--- config.mk ---
export PLATFORM = sky130hd
export DESIGN_NAME = amsq_top
export DESIGN_NICKNAME = d
export VERILOG_FILES = /design/src/amsq_unit.v /design/src/amsq_top.v
export VERILOG_INCLUDE_DIRS = /design/src
export SDC_FILE = /design/constraint.sdc
export NUM_CORES = 1
export LEC_CHECK = 0
export BUFFER_PORTS_ARGS = -buffer_cell sky130_fd_sc_hd__buf_2
export CAP_MARGIN = 20
export CORE_ASPECT_RATIO = 1.5
export CORE_MARGIN = 3
export CORE_UTILIZATION = 60
export CTS_CLUSTER_DIAMETER = 100
export DETAILED_ROUTE_END_ITERATION = 6
export HOLD_SLACK_MARGIN = 0.1
export MAX_ROUTING_LAYER = met4
export PLACE_DENSITY = 0.81
export SLEW_MARGIN = 10
export SYNTH_ARGS = -nofsm -noshare
export SYNTH_HDL_FRONTEND = slang
export SYNTH_SLANG_ARGS = --single-unit
--- constraint.sdc ---
create_clock -name sys_clk -period 11.2 [get_ports sys_clk]
set_input_delay 0.56 -clock sys_clk [delete_from_list [all_inputs] [get_ports sys_clk]]
set_output_delay 0.56 -clock sys_clk [all_outputs]
set_load 0.01 [all_outputs]
--- src/amsq_consts.vh ---
`ifndef AMSQ_CONSTS_VH
`define AMSQ_CONSTS_VH
// Register byte offsets, converter 0 at 0x00, converter 1 at 0x40
`define AMSQ_UNIT_STRIDE   12'h040
`define AMSQ_OFF_CTRL0     12'h000
`define AMSQ_OFF_CTRL1     12'h004
`define AMSQ_OFF_CTRL2     12'h008
`define AMSQ_OFF_STATUS    12'h00c
`define AMSQ_OFF_RESULT0   12'h020
// Control register 0 fields
`define AMSQ_C0_CH_LSB     0
`define AMSQ_C0_MODE_LSB   3
`define AMSQ_C0_TRIG_BIT   5
`define AMSQ_C0_START_BIT  6
// Control register 1 fields
`define AMSQ_C1_SWEEP_LSB  0
`define AMSQ_C1_RSWEEP1    2
`define AMSQ_C1_RES10_BIT  3
// Control register 2 fields
`define AMSQ_C2_SH_BIT     0
`define AMSQ_C2_CAUSE_LSB  5
// Reset values
`define AMSQ_CTRL0_RST     8'h00
`define AMSQ_CTRL1_RST     8'h00
`define AMSQ_CTRL2_RST     8'h00
// Operation modes
`define AMSQ_MODE_ONESHOT  2'h0
`define AMSQ_MODE_REPEAT   2'h1
`define AMSQ_MODE_SWEEP    2'h2
`define AMSQ_MODE_RSWEEP   2'h3
// Trigger causes
`define AMSQ_CAUSE_PIN     2'h0
`define AMSQ_CAUSE_OFCO    2'h1
`define AMSQ_CAUSE_IIO     2'h2
// Conversion lengths in conversion-clock cycles
`define AMSQ_CYC_8_NOSH    7'd49
`define AMSQ_CYC_10_NOSH   7'd59
`define AMSQ_CYC_8_SH      7'd28
`define AMSQ_CYC_10_SH     7'd33
`endif

--- src/amsq_unit.v ---
`timescale 1ns/1ps
`include "amsq_consts.vh"

// One converter: control state, sequencing and result storage
module amsq_unit
(
   // Clock and reset
   input  wire        sys_clk,
   input  wire        rst_n,
   // Configuration
   input  wire [7:0]  ctrl0,
   input  wire [7:0]  ctrl1,
   input  wire [7:0]  ctrl2,
   input  wire        start_wr,
   input  wire        stop_wr,
   input  wire        ext_trig,
   input  wire        conv_tick,
   // Analog core
   input  wire [9:0]  analog_sample,
   output wire [2:0]  conv_channel,
   output wire        converting,
   // Results and status
   input  wire [2:0]  rd_index,
   output wire [9:0]  rd_result,
   output wire        start_clear,
   output reg         conv_irq,
   output wire        busy
);

   localparam ST_IDLE = 1'b0;
   localparam ST_CONV = 1'b1;

   reg        state_ff;
   reg [2:0]  chan_ff;
   reg [6:0]  cyc_ff;
   reg [2:0]  main_ff;
   reg        emph_turn_ff;
   reg [9:0]  result_ff [0:7];

   wire [1:0] mode      = ctrl0[`AMSQ_C0_MODE_LSB+1:`AMSQ_C0_MODE_LSB];
   wire       trig_ext  = ctrl0[`AMSQ_C0_TRIG_BIT];
   wire       rsweep1   = ctrl1[`AMSQ_C1_RSWEEP1];
   wire [1:0] sw_sel    = ctrl1[`AMSQ_C1_SWEEP_LSB+1:`AMSQ_C1_SWEEP_LSB];
   wire       res10     = ctrl1[`AMSQ_C1_RES10_BIT];
   wire       sh_en     = ctrl2[`AMSQ_C2_SH_BIT];
   wire [6:0] conv_len  = sh_en ? (res10 ? `AMSQ_CYC_10_SH : `AMSQ_CYC_8_SH)
                                : (res10 ? `AMSQ_CYC_10_NOSH : `AMSQ_CYC_8_NOSH);
   wire [2:0] sweep_last = {sw_sel, 1'b1};
   wire [2:0] emph_last  = {1'b0, sw_sel};
   // Repeat sweep modes accept only the software write
   wire       ext_ok    = trig_ext && (mode != `AMSQ_MODE_RSWEEP);
   // Under external trigger the software write only arms the flag
   wire       start_evt = ext_ok ? ext_trig : start_wr;
   wire       conv_done = (state_ff == ST_CONV) && conv_tick && (cyc_ff == conv_len - 7'd1);
   wire       single_md = (mode == `AMSQ_MODE_ONESHOT);
   wire       sweep_md  = (mode == `AMSQ_MODE_SWEEP);

   reg        nxt_state;
   reg [2:0]  nxt_chan;
   reg [2:0]  nxt_main;
   reg        nxt_emph;
   reg        finish;

   always @*
   begin
      nxt_state = state_ff;
      nxt_chan  = chan_ff;
      nxt_main  = main_ff;
      nxt_emph  = emph_turn_ff;
      finish    = 1'b0;
      if (stop_wr)
      begin
         nxt_state = ST_IDLE;
      end
      else if (state_ff == ST_IDLE)
      begin
         if (start_evt)
         begin
            nxt_state = ST_CONV;
            nxt_chan  = (single_md || mode == `AMSQ_MODE_REPEAT) ?
                        ctrl0[`AMSQ_C0_CH_LSB+2:`AMSQ_C0_CH_LSB] : 3'h0;
            nxt_main  = emph_last + 3'h1;
            nxt_emph  = 1'b1;
         end
      end
      else if (conv_done)
      begin
         case (mode)
            `AMSQ_MODE_ONESHOT:
            begin
               nxt_state = ST_IDLE;
               finish    = 1'b1;
            end
            `AMSQ_MODE_REPEAT:
            begin
               nxt_chan = chan_ff;
            end
            `AMSQ_MODE_SWEEP:
            begin
               if (chan_ff == sweep_last)
               begin
                  nxt_state = ST_IDLE;
                  finish    = 1'b1;
               end
               else
                  nxt_chan = chan_ff + 3'h1;
            end
            default:
            begin
               if (!rsweep1)
                  nxt_chan = (chan_ff == sweep_last) ? 3'h0 : chan_ff + 3'h1;
               else if (emph_turn_ff && chan_ff != emph_last)
                  nxt_chan = chan_ff + 3'h1;
               else if (emph_turn_ff)
               begin
                  // Emphasised group done, one other input follows
                  if (emph_last == 3'h7)
                     nxt_chan = 3'h0;
                  else
                  begin
                     nxt_chan = main_ff;
                     nxt_emph = 1'b0;
                     nxt_main = (main_ff == 3'h7) ? emph_last + 3'h1 : main_ff + 3'h1;
                  end
               end
               else
               begin
                  nxt_chan = 3'h0;
                  nxt_emph = 1'b1;
               end
            end
         endcase
      end
   end

   always @(posedge sys_clk or negedge rst_n)
   begin
      if (!rst_n)
      begin
         state_ff     <= ST_IDLE;
         chan_ff      <= 3'h0;
         main_ff      <= 3'h0;
         emph_turn_ff <= 1'b0;
         cyc_ff       <= 7'h00;
         conv_irq     <= 1'b0;
      end
      else
      begin
         state_ff     <= nxt_state;
         chan_ff      <= nxt_chan;
         main_ff      <= nxt_main;
         emph_turn_ff <= nxt_emph;
         conv_irq     <= finish && (single_md || sweep_md);
         if (state_ff == ST_IDLE || conv_done || stop_wr)
            cyc_ff <= 7'h00;
         else if (conv_tick)
            cyc_ff <= cyc_ff + 7'h01;
      end
   end

   genvar g;
   generate
      for (g = 0; g < 8; g = g + 1)
      begin : g_res
         always @(posedge sys_clk or negedge rst_n)
         begin
            if (!rst_n)
               result_ff[g] <= 10'h000;
            else if (conv_done && !stop_wr && chan_ff == g)
               result_ff[g] <= res10 ? analog_sample : {2'h0, analog_sample[9:2]};
         end
      end
   endgenerate

   assign rd_result    = result_ff[rd_index];
   assign conv_channel = chan_ff;
   assign converting   = (state_ff == ST_CONV);
   assign busy         = (state_ff == ST_CONV);
   // Flag stays set under external trigger so the next event restarts
   assign start_clear  = finish && !trig_ext;

endmodule // amsq_unit

--- src/amsq_top.v ---
`timescale 1ns/1ps
`include "amsq_consts.vh"

// Summary of operation
// - One-shot converts selected input once
// - Start flag clears at end unless external
// - Writing start flag zero stops conversion
// - One-shot raises interrupt on completion
// - Repeat converts input forever, no interrupt
// - Single sweep once, interrupt at end
// - Sweep set is 2, 4, 6, 8 inputs
// - Repeat sweep 0 software start only
// - Repeat sweep 1 all inputs, software start
// - Emphasised set is 1 to 4 inputs
// - Each input has its own result register
// - Ten-bit or eight-bit result placement
// - Sample-and-hold gives 28 or 33 cycles
// - Trigger select picks software or external
// - Cause 00 pin, 01 timer, 10 channel
// - Timer cause only in three-phase PWM
// - Without hold 49 or 59 cycles
// - Mode field encoding and sweep variant bit
module amsq_top
#(
   parameter AD_DIV = 4
)
(
   // Clock and reset
   input  wire        sys_clk,
   input  wire        resetn,
   // APB slave
   input  wire        psel,
   input  wire        penable,
   input  wire        pwrite,
   input  wire [11:0] paddr,
   input  wire [31:0] pwdata,
   output wire [31:0] prdata,
   output wire        pready,
   output wire        pslverr,
   // Trigger sources
   input  wire        ext_conv_trigger_pin,
   input  wire        occurrence_counter_overflow_irq,
   input  wire        three_phase_pwm_mode,
   input  wire        iio_grp2_ch1_irq,
   input  wire        iio_grp3_ch1_irq,
   // Analog cores
   input  wire [19:0] analog_sample,
   output wire [5:0]  conv_channel,
   output wire [1:0]  converting,
   // Conversion interrupt requests
   output wire [1:0]  conv_irq
);

   reg  [1:0]  rst_sync_ff;
   wire        rst_n = rst_sync_ff[1];

   always @(posedge sys_clk or negedge resetn)
   begin
      if (!resetn)
         rst_sync_ff <= 2'b00;
      else
         rst_sync_ff <= {rst_sync_ff[0], 1'b1};
   end

   // Pin-level trigger sources pass three flops
   reg  [4:0]  trig_s1_ff;
   reg  [4:0]  trig_s2_ff;
   reg  [4:0]  trig_s3_ff;
   wire [4:0]  trig_raw = {iio_grp3_ch1_irq, iio_grp2_ch1_irq, three_phase_pwm_mode,
                           occurrence_counter_overflow_irq, ext_conv_trigger_pin};

   always @(posedge sys_clk or negedge rst_n)
   begin
      if (!rst_n)
      begin
         trig_s1_ff <= 5'h00;
         trig_s2_ff <= 5'h00;
         trig_s3_ff <= 5'h00;
      end
      else
      begin
         trig_s1_ff <= trig_raw;
         trig_s2_ff <= trig_s1_ff;
         trig_s3_ff <= trig_s2_ff;
      end
   end

   // Trigger pin is active on its falling edge; others on rising
   wire pin_evt  = trig_s3_ff[0] && !trig_s2_ff[0];
   wire ofco_evt = trig_s2_ff[1] && !trig_s3_ff[1] && trig_s2_ff[2];
   wire iio2_evt = trig_s2_ff[3] && !trig_s3_ff[3];
   wire iio3_evt = trig_s2_ff[4] && !trig_s3_ff[4];

   // Conversion clock divider shared by both converters
   reg  [7:0]  div_ff;
   wire        conv_tick = (div_ff == AD_DIV[7:0] - 8'h01);

   always @(posedge sys_clk or negedge rst_n)
   begin
      if (!rst_n)
         div_ff <= 8'h00;
      else if (conv_tick)
         div_ff <= 8'h00;
      else
         div_ff <= div_ff + 8'h01;
   end

   wire        acc      = psel && penable;
   wire        wr_acc   = acc && pwrite;
   wire        unit_sel = paddr[6];
   wire [5:0]  reg_off  = paddr[5:0];
   wire [2:0]  rd_index = paddr[4:2];

   reg  [7:0]  ctrl0_ff [0:1];
   reg  [7:0]  ctrl1_ff [0:1];
   reg  [7:0]  ctrl2_ff [0:1];
   wire [9:0]  rd_result [0:1];
   wire [1:0]  busy;
   reg  [31:0] rdata;
   reg         mapped;

   genvar u;
   generate
      for (u = 0; u < 2; u = u + 1)
      begin : g_unit
         wire hit     = wr_acc && (paddr[11:7] == 5'h00) && (unit_sel == u);
         wire wr_c0   = hit && ({6'h00, reg_off} == `AMSQ_OFF_CTRL0);
         wire wr_c1   = hit && ({6'h00, reg_off} == `AMSQ_OFF_CTRL1);
         wire wr_c2   = hit && ({6'h00, reg_off} == `AMSQ_OFF_CTRL2);
         wire start_w = wr_c0 && pwdata[`AMSQ_C0_START_BIT] && !busy[u];
         wire stop_w  = wr_c0 && !pwdata[`AMSQ_C0_START_BIT];
         wire [1:0] cause = ctrl2_ff[u][`AMSQ_C2_CAUSE_LSB+1:`AMSQ_C2_CAUSE_LSB];
         reg  ext_evt;
         wire clr_flag;
         // Start waits a cycle so the unit sees the new control word
         reg  start_q_ff;

         always @*
         begin
            case (cause)
               `AMSQ_CAUSE_PIN:  ext_evt = pin_evt;
               `AMSQ_CAUSE_OFCO: ext_evt = ofco_evt;
               `AMSQ_CAUSE_IIO:  ext_evt = (u == 0) ? iio2_evt : iio3_evt;
               default:          ext_evt = 1'b0;
            endcase
         end

         always @(posedge sys_clk or negedge rst_n)
         begin
            if (!rst_n)
            begin
               ctrl0_ff[u] <= `AMSQ_CTRL0_RST;
               ctrl1_ff[u] <= `AMSQ_CTRL1_RST;
               ctrl2_ff[u] <= `AMSQ_CTRL2_RST;
               start_q_ff  <= 1'b0;
            end
            else
            begin
               if (wr_c0)
                  ctrl0_ff[u] <= pwdata[7:0];
               else if (clr_flag)
                  ctrl0_ff[u][`AMSQ_C0_START_BIT] <= 1'b0;
               if (wr_c1)
                  ctrl1_ff[u] <= pwdata[7:0];
               if (wr_c2)
                  ctrl2_ff[u] <= pwdata[7:0];
               start_q_ff <= start_w;
            end
         end

         // External events only count once the start flag is armed
         amsq_unit u_unit
         (
            .sys_clk       (sys_clk),
            .rst_n         (rst_n),
            .ctrl0         (ctrl0_ff[u]),
            .ctrl1         (ctrl1_ff[u]),
            .ctrl2         (ctrl2_ff[u]),
            .start_wr      (start_q_ff),
            .stop_wr       (stop_w),
            .ext_trig      (ext_evt && ctrl0_ff[u][`AMSQ_C0_START_BIT]),
            .conv_tick     (conv_tick),
            .analog_sample (analog_sample[u*10 +: 10]),
            .conv_channel  (conv_channel[u*3 +: 3]),
            .converting    (converting[u]),
            .rd_index      (rd_index),
            .rd_result     (rd_result[u]),
            .start_clear   (clr_flag),
            .conv_irq      (conv_irq[u]),
            .busy          (busy[u])
         );
      end
   endgenerate

   always @*
   begin
      rdata  = 32'h0000_0000;
      mapped = (paddr[11:7] == 5'h00) && (paddr[1:0] == 2'h0);
      if ({6'h00, reg_off} == `AMSQ_OFF_CTRL0)
         rdata[7:0] = ctrl0_ff[unit_sel];
      else if ({6'h00, reg_off} == `AMSQ_OFF_CTRL1)
         rdata[7:0] = ctrl1_ff[unit_sel];
      else if ({6'h00, reg_off} == `AMSQ_OFF_CTRL2)
         rdata[7:0] = ctrl2_ff[unit_sel];
      else if ({6'h00, reg_off} == `AMSQ_OFF_STATUS)
         rdata[0] = busy[unit_sel];
      else if (reg_off[5])
         // Whole ten-bit result in one word, one word per input
         rdata[9:0] = rd_result[unit_sel];
      else
         mapped = 1'b0;
   end

   reg [31:0] prdata_ff;

   always @(posedge sys_clk or negedge rst_n)
   begin
      if (!rst_n)
         prdata_ff <= 32'h0000_0000;
      else if (psel && !penable && !pwrite)
         prdata_ff <= rdata;
   end

   assign prdata  = prdata_ff;
   assign pready  = 1'b1;
   assign pslverr = acc && !mapped;

endmodule // amsq_top

# Word-level counts from Yosys, hierarchy flattened
# Cells that the tools add are included.
[totals] ff_bits=277 in_bits=74 output_inout_bits=44 wordCells=347
[classes] n_addsub=11 n_lt_le_gt_ge=3 n_eq_ne=50 n_mux=127 n_bitwise=7 n_reduce_logical=105
[ops] operator="2-to-1 mux 8 bit" n=13
[ops] operator="2-to-1 mux 3 bit" n=34
[ops] operator="2-to-1 mux 10 bit" n=10
[ops] operator="binary-select mux 10 bit (select 3 bit)" n=2
[ops] operator="logical AND 1 bit" n=58
[ops] operator="2-to-1 mux 1 bit" n=46
[ops] operator="2-to-1 mux 7 bit" n=6
[ops] operator="equality test 3 bit, second input constant" n=10
[ops] operator="!= test 2 bit, second input constant" n=14
[ops] operator="adder 7 x 1 -> 7 bit, second input constant" n=2
[ops] operator="equality test 7 bit" n=2
[ops] operator="logical NOT 1 bit" n=14
[ops] operator="AND reduction 7 bit" n=2
[ops] operator="subtractor 7 x 1 -> 7 bit, second input constant" n=2
[ops] operator="adder 3 x 1 -> 3 bit, second input constant" n=4
[ops] operator="equality test 3 x 2 -> 1 bit, second input constant" n=4
[ops] operator="equality test 6 x 4 -> 1 bit, second input constant" n=2
[ops] operator="2-to-1 mux 6 bit" n=2
[ops] operator="case mux 3 bit (2 select lines)" n=2
[ops] operator="AND reduction 6 bit" n=2
[ops] operator="nonzero test 2 bit" n=6
[ops] operator="logical NOT 2 bit" n=5
[ops] operator="AND reduction 5 bit" n=2
[ops] operator="2-to-1 mux 9 bit" n=1
[ops] operator="26 further kinds" n=58

# Longest topological paths before layout
[depth] depth_word=12 mapped_depth=11 ltp_nobuf=8

# Modules after synthesis
# Synthesis repeated with hierarchy kept, for this count alone.
[unflattened] cells_unflattened=1233 area_unflattened_um2=13778.2
[by_module_without_submodules] module="amsq_unit (g_unit[1].u_unit)" instances=1 cells_each=454 area_per_inst_um2=4872.2 seq_area_each_um2=2402.3
[by_module_without_submodules] module="amsq_unit (g_unit[0].u_unit)" instances=1 cells_each=456 area_per_inst_um2=4868.4 seq_area_each_um2=2402.3
[by_module_without_submodules] module="amsq_top" instances=1 cells_each=323 area_per_inst_um2=4037.6 seq_area_each_um2=2102.0

# Worst setup path after synthesis
# OpenSTA, ideal clock, no wires.
[synth_path] path_type="register -> register" from="reg ctrl1_ff[3] (netlist bit)" to="reg g_unit[1].u_unit.result_ff[52] (netlist bit)" setup_time_ps=125 arrival_ps=2861 t_required_ps=11075 setup_slack_ps=8214 path_stages_with_launch=11 n_path_buf=3 synth_period_minus_slack_ps=2986 cell_sequence="dfrtp_1 > clkbuf_1 > inv_1 > ha_1 > nor3b_1 > o2111ai_1 > nand4bb_1 > buf_2 > or4b_4 > buf_6 > mux2_4"
[synth_via] elab_chain_cells=7 word_cells_on_any_way=9 classes_between="1 x add/sub; 1 x eq/ne; 4 x mux; 3 x reduce/logical"
[synth_lines] item="from (decl)" line="amsq_top.v:115" text="reg [7:0] ctrl1_ff [0:1];"
[synth_lines] item="from (signal, indexed assignment)" line="amsq_top.v:153" text="ctrl1_ff[u] <= `AMSQ_CTRL1_RST;"
[synth_lines] item="from (signal, indexed assignment)" line="amsq_top.v:164" text="ctrl1_ff[u] <= pwdata[7:0];"
[synth_lines] item="2-to-1 mux 6 bit (no source line) / 2-to-1 mux 4 bit (equally long branches)"
[synth_lines] item="2-to-1 mux 7 bit" line="amsq_unit.v:46" text="wire [6:0] conv_len = sh_en ? (res10 ? `AMSQ_CYC_10_SH : `AMSQ_CYC_8_SH)"
[synth_lines] item="subtractor 7 x 1 -> 7 bit" line="amsq_unit.v:54" text="wire conv_done = (state_ff == ST_CONV) && conv_tick && (cyc_ff == conv_len - 7'd1);"
[synth_lines] item="equality test 7 bit" line="amsq_unit.v:54"
[synth_lines] item="logical AND 1 bit" line="amsq_unit.v:54"
[synth_lines] item="logical AND 1 bit (2 in series)" line="amsq_unit.v:169" text="else if (conv_done && !stop_wr && chan_ff == g)"
[synth_lines] item="to (signal, indexed assignment)" line="amsq_unit.v:170" text="result_ff[g] <= res10 ? analog_sample : {2'h0, analog_sample[9:2]};"
[synth_lines] item="to (decl)" line="amsq_unit.v:38" text="reg [9:0] result_ff [0:7];"
# Several ways; a longest one is shown, not always the timed one.
# A chain may end at the register's enable or synchronous reset.

# Final worst setup path
[layout_path] from="reg ctrl1_ff[3] (netlist bit)" to="reg g_unit[1].u_unit.result_ff[39] (netlist bit)"
# Same word-level chain as after synthesis.

==> impl_metrics.csv <==
group,metric,value,unit
floorplan,ios,118,
setup_path,required,11.61,ns
setup_path,worstPathCellList,"inv_1 > ha_1 > nor3b_1 > o2111ai_1 > nand4bb_1 > nor2_1 > and3_1 > mux2_2",
sta,final.period_utilization,0.354,
sta,period_needed,3.97,ns
layout,fillers,1649,
synthesis,synth_top_area_frac,0.491,
sta,max_slew_margin,0.264,
layout,nNetsFinal,1227,
setup_path,path_depth,8,
floorplan,rows,68,
setup_path,worstSetupPathType,"flip-flop to flip-flop",
clock_tree,cts_resized,0,
floorplan,start_util,0.610,
placed_design,gp_congestion,0.897,
synthesis,yosys.area.top_type,"dfrtp_1",
job,drv_cap,0,
setup_path,r2r_cells,8,
synthesis,yosysUniqueCellTypes,70,
synthesis,yosys-top-cells-area,"dfrtp_1 49%, mux2_2 13%, mux4_2 6.9%",
power_and_ir_drop,p_leak,0.00733,µW
placed_design,post-place-ws,7.31,ns
placed_design,portBuffers,70,
power_and_ir_drop,peakVddDrop,0.0988,mV
synthesis,synth_edf_count,0,
setup_path,cp_max_fo,16,
placed_design,dpl_cell_area,0.0145,mm²
drt,dr.pass1.iters,5,
placed_design,dp_hpwl,22100,µm
setup_path,cp_num_buf_inv,1,
drt,finalWirelength,32700,µm
synthesis,ys_ff_latch,276,
sta,tightest_slew,1.09,ns
grt,grt_pass1_vias,9688,
clock_tree,numCtsBuffers,26,
clock_tree,cts_sinks,276,
clock_tree,clk_path_buf_depth,3,
drt,viasPerCell,6.22,
sta,rsz0062_at_grt,"false",
floorplan,fp.dieW,131,µm
clock_tree,post_cts_buffers,0,
drt,vias,9061,
setup_path,start_kind,"flip-flop",
drt,drc,0,
sta,setup_violations,0,
synthesis,synthCells,1071,
sta,hold_ws,0.138,ns
grt,overflow,0,
clock_tree,clk_latency,0.53,ns
synthesis,synth_area_per_cell,13.1,µm²
drt,routedWlPerCell,22.4,µm
floorplan,die_h,193,µm
sta,hold_violations,0,
clock_tree,clockRootBuffer,"clkbuf_16",
grt,grt_pass1_wl,52400,µm
synthesis,ys_async_sr_fraction,1.00,
synthesis,syn_area,0.0141,mm²
synthesis,ys_warn_count,0,
power_and_ir_drop,power,2000,µW
setup_path,cpPeakStageDelay,0.80,ns
setup_path,cp.arrival,4.38,ns
sta,finalMaxSlewViolations,0,
floorplan,die_area,0.0253,mm²
sta,tns,0,ns
clock_tree,cts_tree,"yes",
synthesis,synth-main-ff-cell,"dfrtp_1",
setup_path,cp-end-kind,"flip-flop",
layout,fin_area,0.0154,mm²
layout,n_antenna_cell,0,
setup_path,crit_family,"simple AND/OR/NAND/NOR gates",
clock_tree,clk_pin_slew,0.06,ns
sta,skew,0.0135,ns
grt,grt_usage,0.272,
layout,layout-drive-gt1-share,0.348,
power_and_ir_drop,power_density,130,mW/mm²
drt,ant_nets,0,
sta,fmax,252,MHz
floorplan,core_area,0.0231,mm²
drt,drt_iter0_drc,788,
clock_tree,h-tree-depth,1,
worst_hold_path,hp-class,"input pin to flip-flop",
grt,antenna_found_initial,0,
setup_path,slowest_stage,"dfrtp_1",
worst_hold_path,hold_depth,1,
layout,syn2layout_area_growth,9.17,%
grt,grt_max_degree,176,
outcome,status,"complete, no violations",
synthesis,synth.yosys.seq_area_share,0.491,
sta,worst_slack,7.23,ns
-- worst reg2reg max path, cell delays in order (launching register included) --
cell       delay [ns]
dfrtp_1          0.80
inv_1            0.18
ha_1             0.38
nor3b_1          0.31
o2111ai_1        0.20
nand4bb_1        0.56
nor2_1           0.38
and3_1           0.62
mux2_2           0.41
-- synthesized netlist by cell type, types with 4 or more instances --
cell and instances:
dfrtp_1 276, mux2_2 168, nand2_1 73, mux2i_1 47
mux2_4 46, mux4_2 43, o21ai_0 42, nor2_1 35
ha_1 29, buf_4 28, a21oi_1 22, xnor2_1 21
nand3_1 20, clkbuf_1 19, inv_1 18, buf_2 13
and3_1 12, nor3_1 10, xor2_1 10, o22ai_1 9
o311ai_0 8, o31ai_1 8, and2_1 7, buf_1 7
nand2b_1 7, buf_6 6, nand4_1 6, or3_1 6
nor2b_1 5, a41oi_1 4, nand2_2 4, o21a_1 4
-- where the power goes --
group          switching, µW  internal (µW)  leakage [µW]
Combinational           67.4           40.9       0.00321
Clock                    373            493      0.000423
Sequential              12.8           1010       0.00369
Total                    454           1540       0.00733
-- placed cells by master (no fill, tap or decap), types with 5 or more instances in the layout --
master	Yosys	final
clkbuf_8	0	8
nand4_1	6	6
nand3_1	20	20
clkinv_2	0	6
ha_1	29	29
o311ai_0	8	8
nor2_1	35	35
mux2_2	168	168
o31ai_1	8	8
dfrtp_1	276	275
xnor2_1	21	21
clkbuf_16	0	27
conb_1	2	24
xor2_1	10	10
mux2i_1	47	47
and3_1	12	12
or3_1	6	6
and2_1	7	7
inv_1	18	18
nand2_1	73	73
buf_2	13	70
nand2b_1	7	7
a21oi_1	22	22
o21ai_0	42	42
o22ai_1	9	9
nor3_1	10	10
mux4_2	43	43
mux2_4	46	46
nor2b_1	5	5
-- per-layer routing --
metal	vias up	wire length (µm)	track usage
li1	3986	-	-
met1	4656	12700	0.334
met4	0	1790	0.130
met2	303	16700	0.444
met5	-	0	-
met3	116	1460	0.0315
-- registers in the layout, summed over array words and instances (netlist names), 6 cells and up --
| signal | count |
|---|---|
| ctrl2_ff | 16 |
| g_unit.u_unit.result_ff | 160 |
| g_unit.u_unit.main_ff | 6 |
| g_unit.u_unit.conv_channel | 6 |
| ctrl0_ff | 16 |
| g_unit.u_unit.cyc_ff | 14 |
| prdata | 10 |
| ctrl1_ff | 16 |
| div_ff | 8 |
-- per-stage QoR --
step / cells / utilization
after floorplan: 1093 / -
after global placement: 1410 / 0.629
after detailed placement: 1410 / 0.629
after CTS: 1457 / 0.666
after global routing: 1457 / 0.666
final: 1457 / 0.666
-- repair_timing --
action	in CTS	in global routing
hold buffers	1	0
endpoints found under the hold margin	2	0
endpoints found under the setup margin	0	0
-- layout make-up --
cell class | count | area, µm² | share of cell area
Inverter | 19 | 71.3 | 0.00465
Timing Repair Buffer | 76 | 410 | 0.0267
Multi-Input combinational cell | 725 | 6730 | 0.438
Sequential cell | 276 | 6910 | 0.450
Tap cell | 315 | 394 | 0.0257
Clock buffer | 39 | 801 | 0.0522
Clock inverter | 7 | 38.8 | 0.00253
-- kinds of logic (layout without fill, tap and decap cells) --
| kind of cell | after synthesis | after routing | synth area share |
|---|---|---|---|
| adders and majority gates | 29 | 29 | 0.0258 |
| DFF | 276 | 276 | 0.491 |
| xor gates and xnor gates | 31 | 31 | 0.0193 |
| and+or+nand+nor | 214 | 214 | 0.0836 |
| muxes | 305 | 305 | 0.287 |
| other | 2 | 24 | 0.000534 |
| buffers and inverters | 92 | 141 | 0.0364 |
| AOI/OAI and AO/OA | 122 | 122 | 0.0563 |
-- final timing paths --
| kind | to | slack [ns] | start |
|---|---|---|---|
| hold / removal | trig_s1_ff[0] | 0.14 | ext_conv_trigger_pin |
| min in group asynchronous | g_unit[0].u_unit.result_ff[5] | 0.31 | rst_sync_ff[1] |
| hold reg to reg | g_unit[0].u_unit.result_ff[5] | 0.31 | rst_sync_ff[1] |
| max in group asynchronous | prdata[7] | 8.86 | rst_sync_ff[1] |
| setup / recovery | g_unit[1].u_unit.result_ff[39] | 7.23 | ctrl1_ff[3] |
| setup reg to reg | g_unit[1].u_unit.result_ff[39] | 7.23 | ctrl1_ff[3] |
No activity file was read; power rests on OpenSTA's default activity.
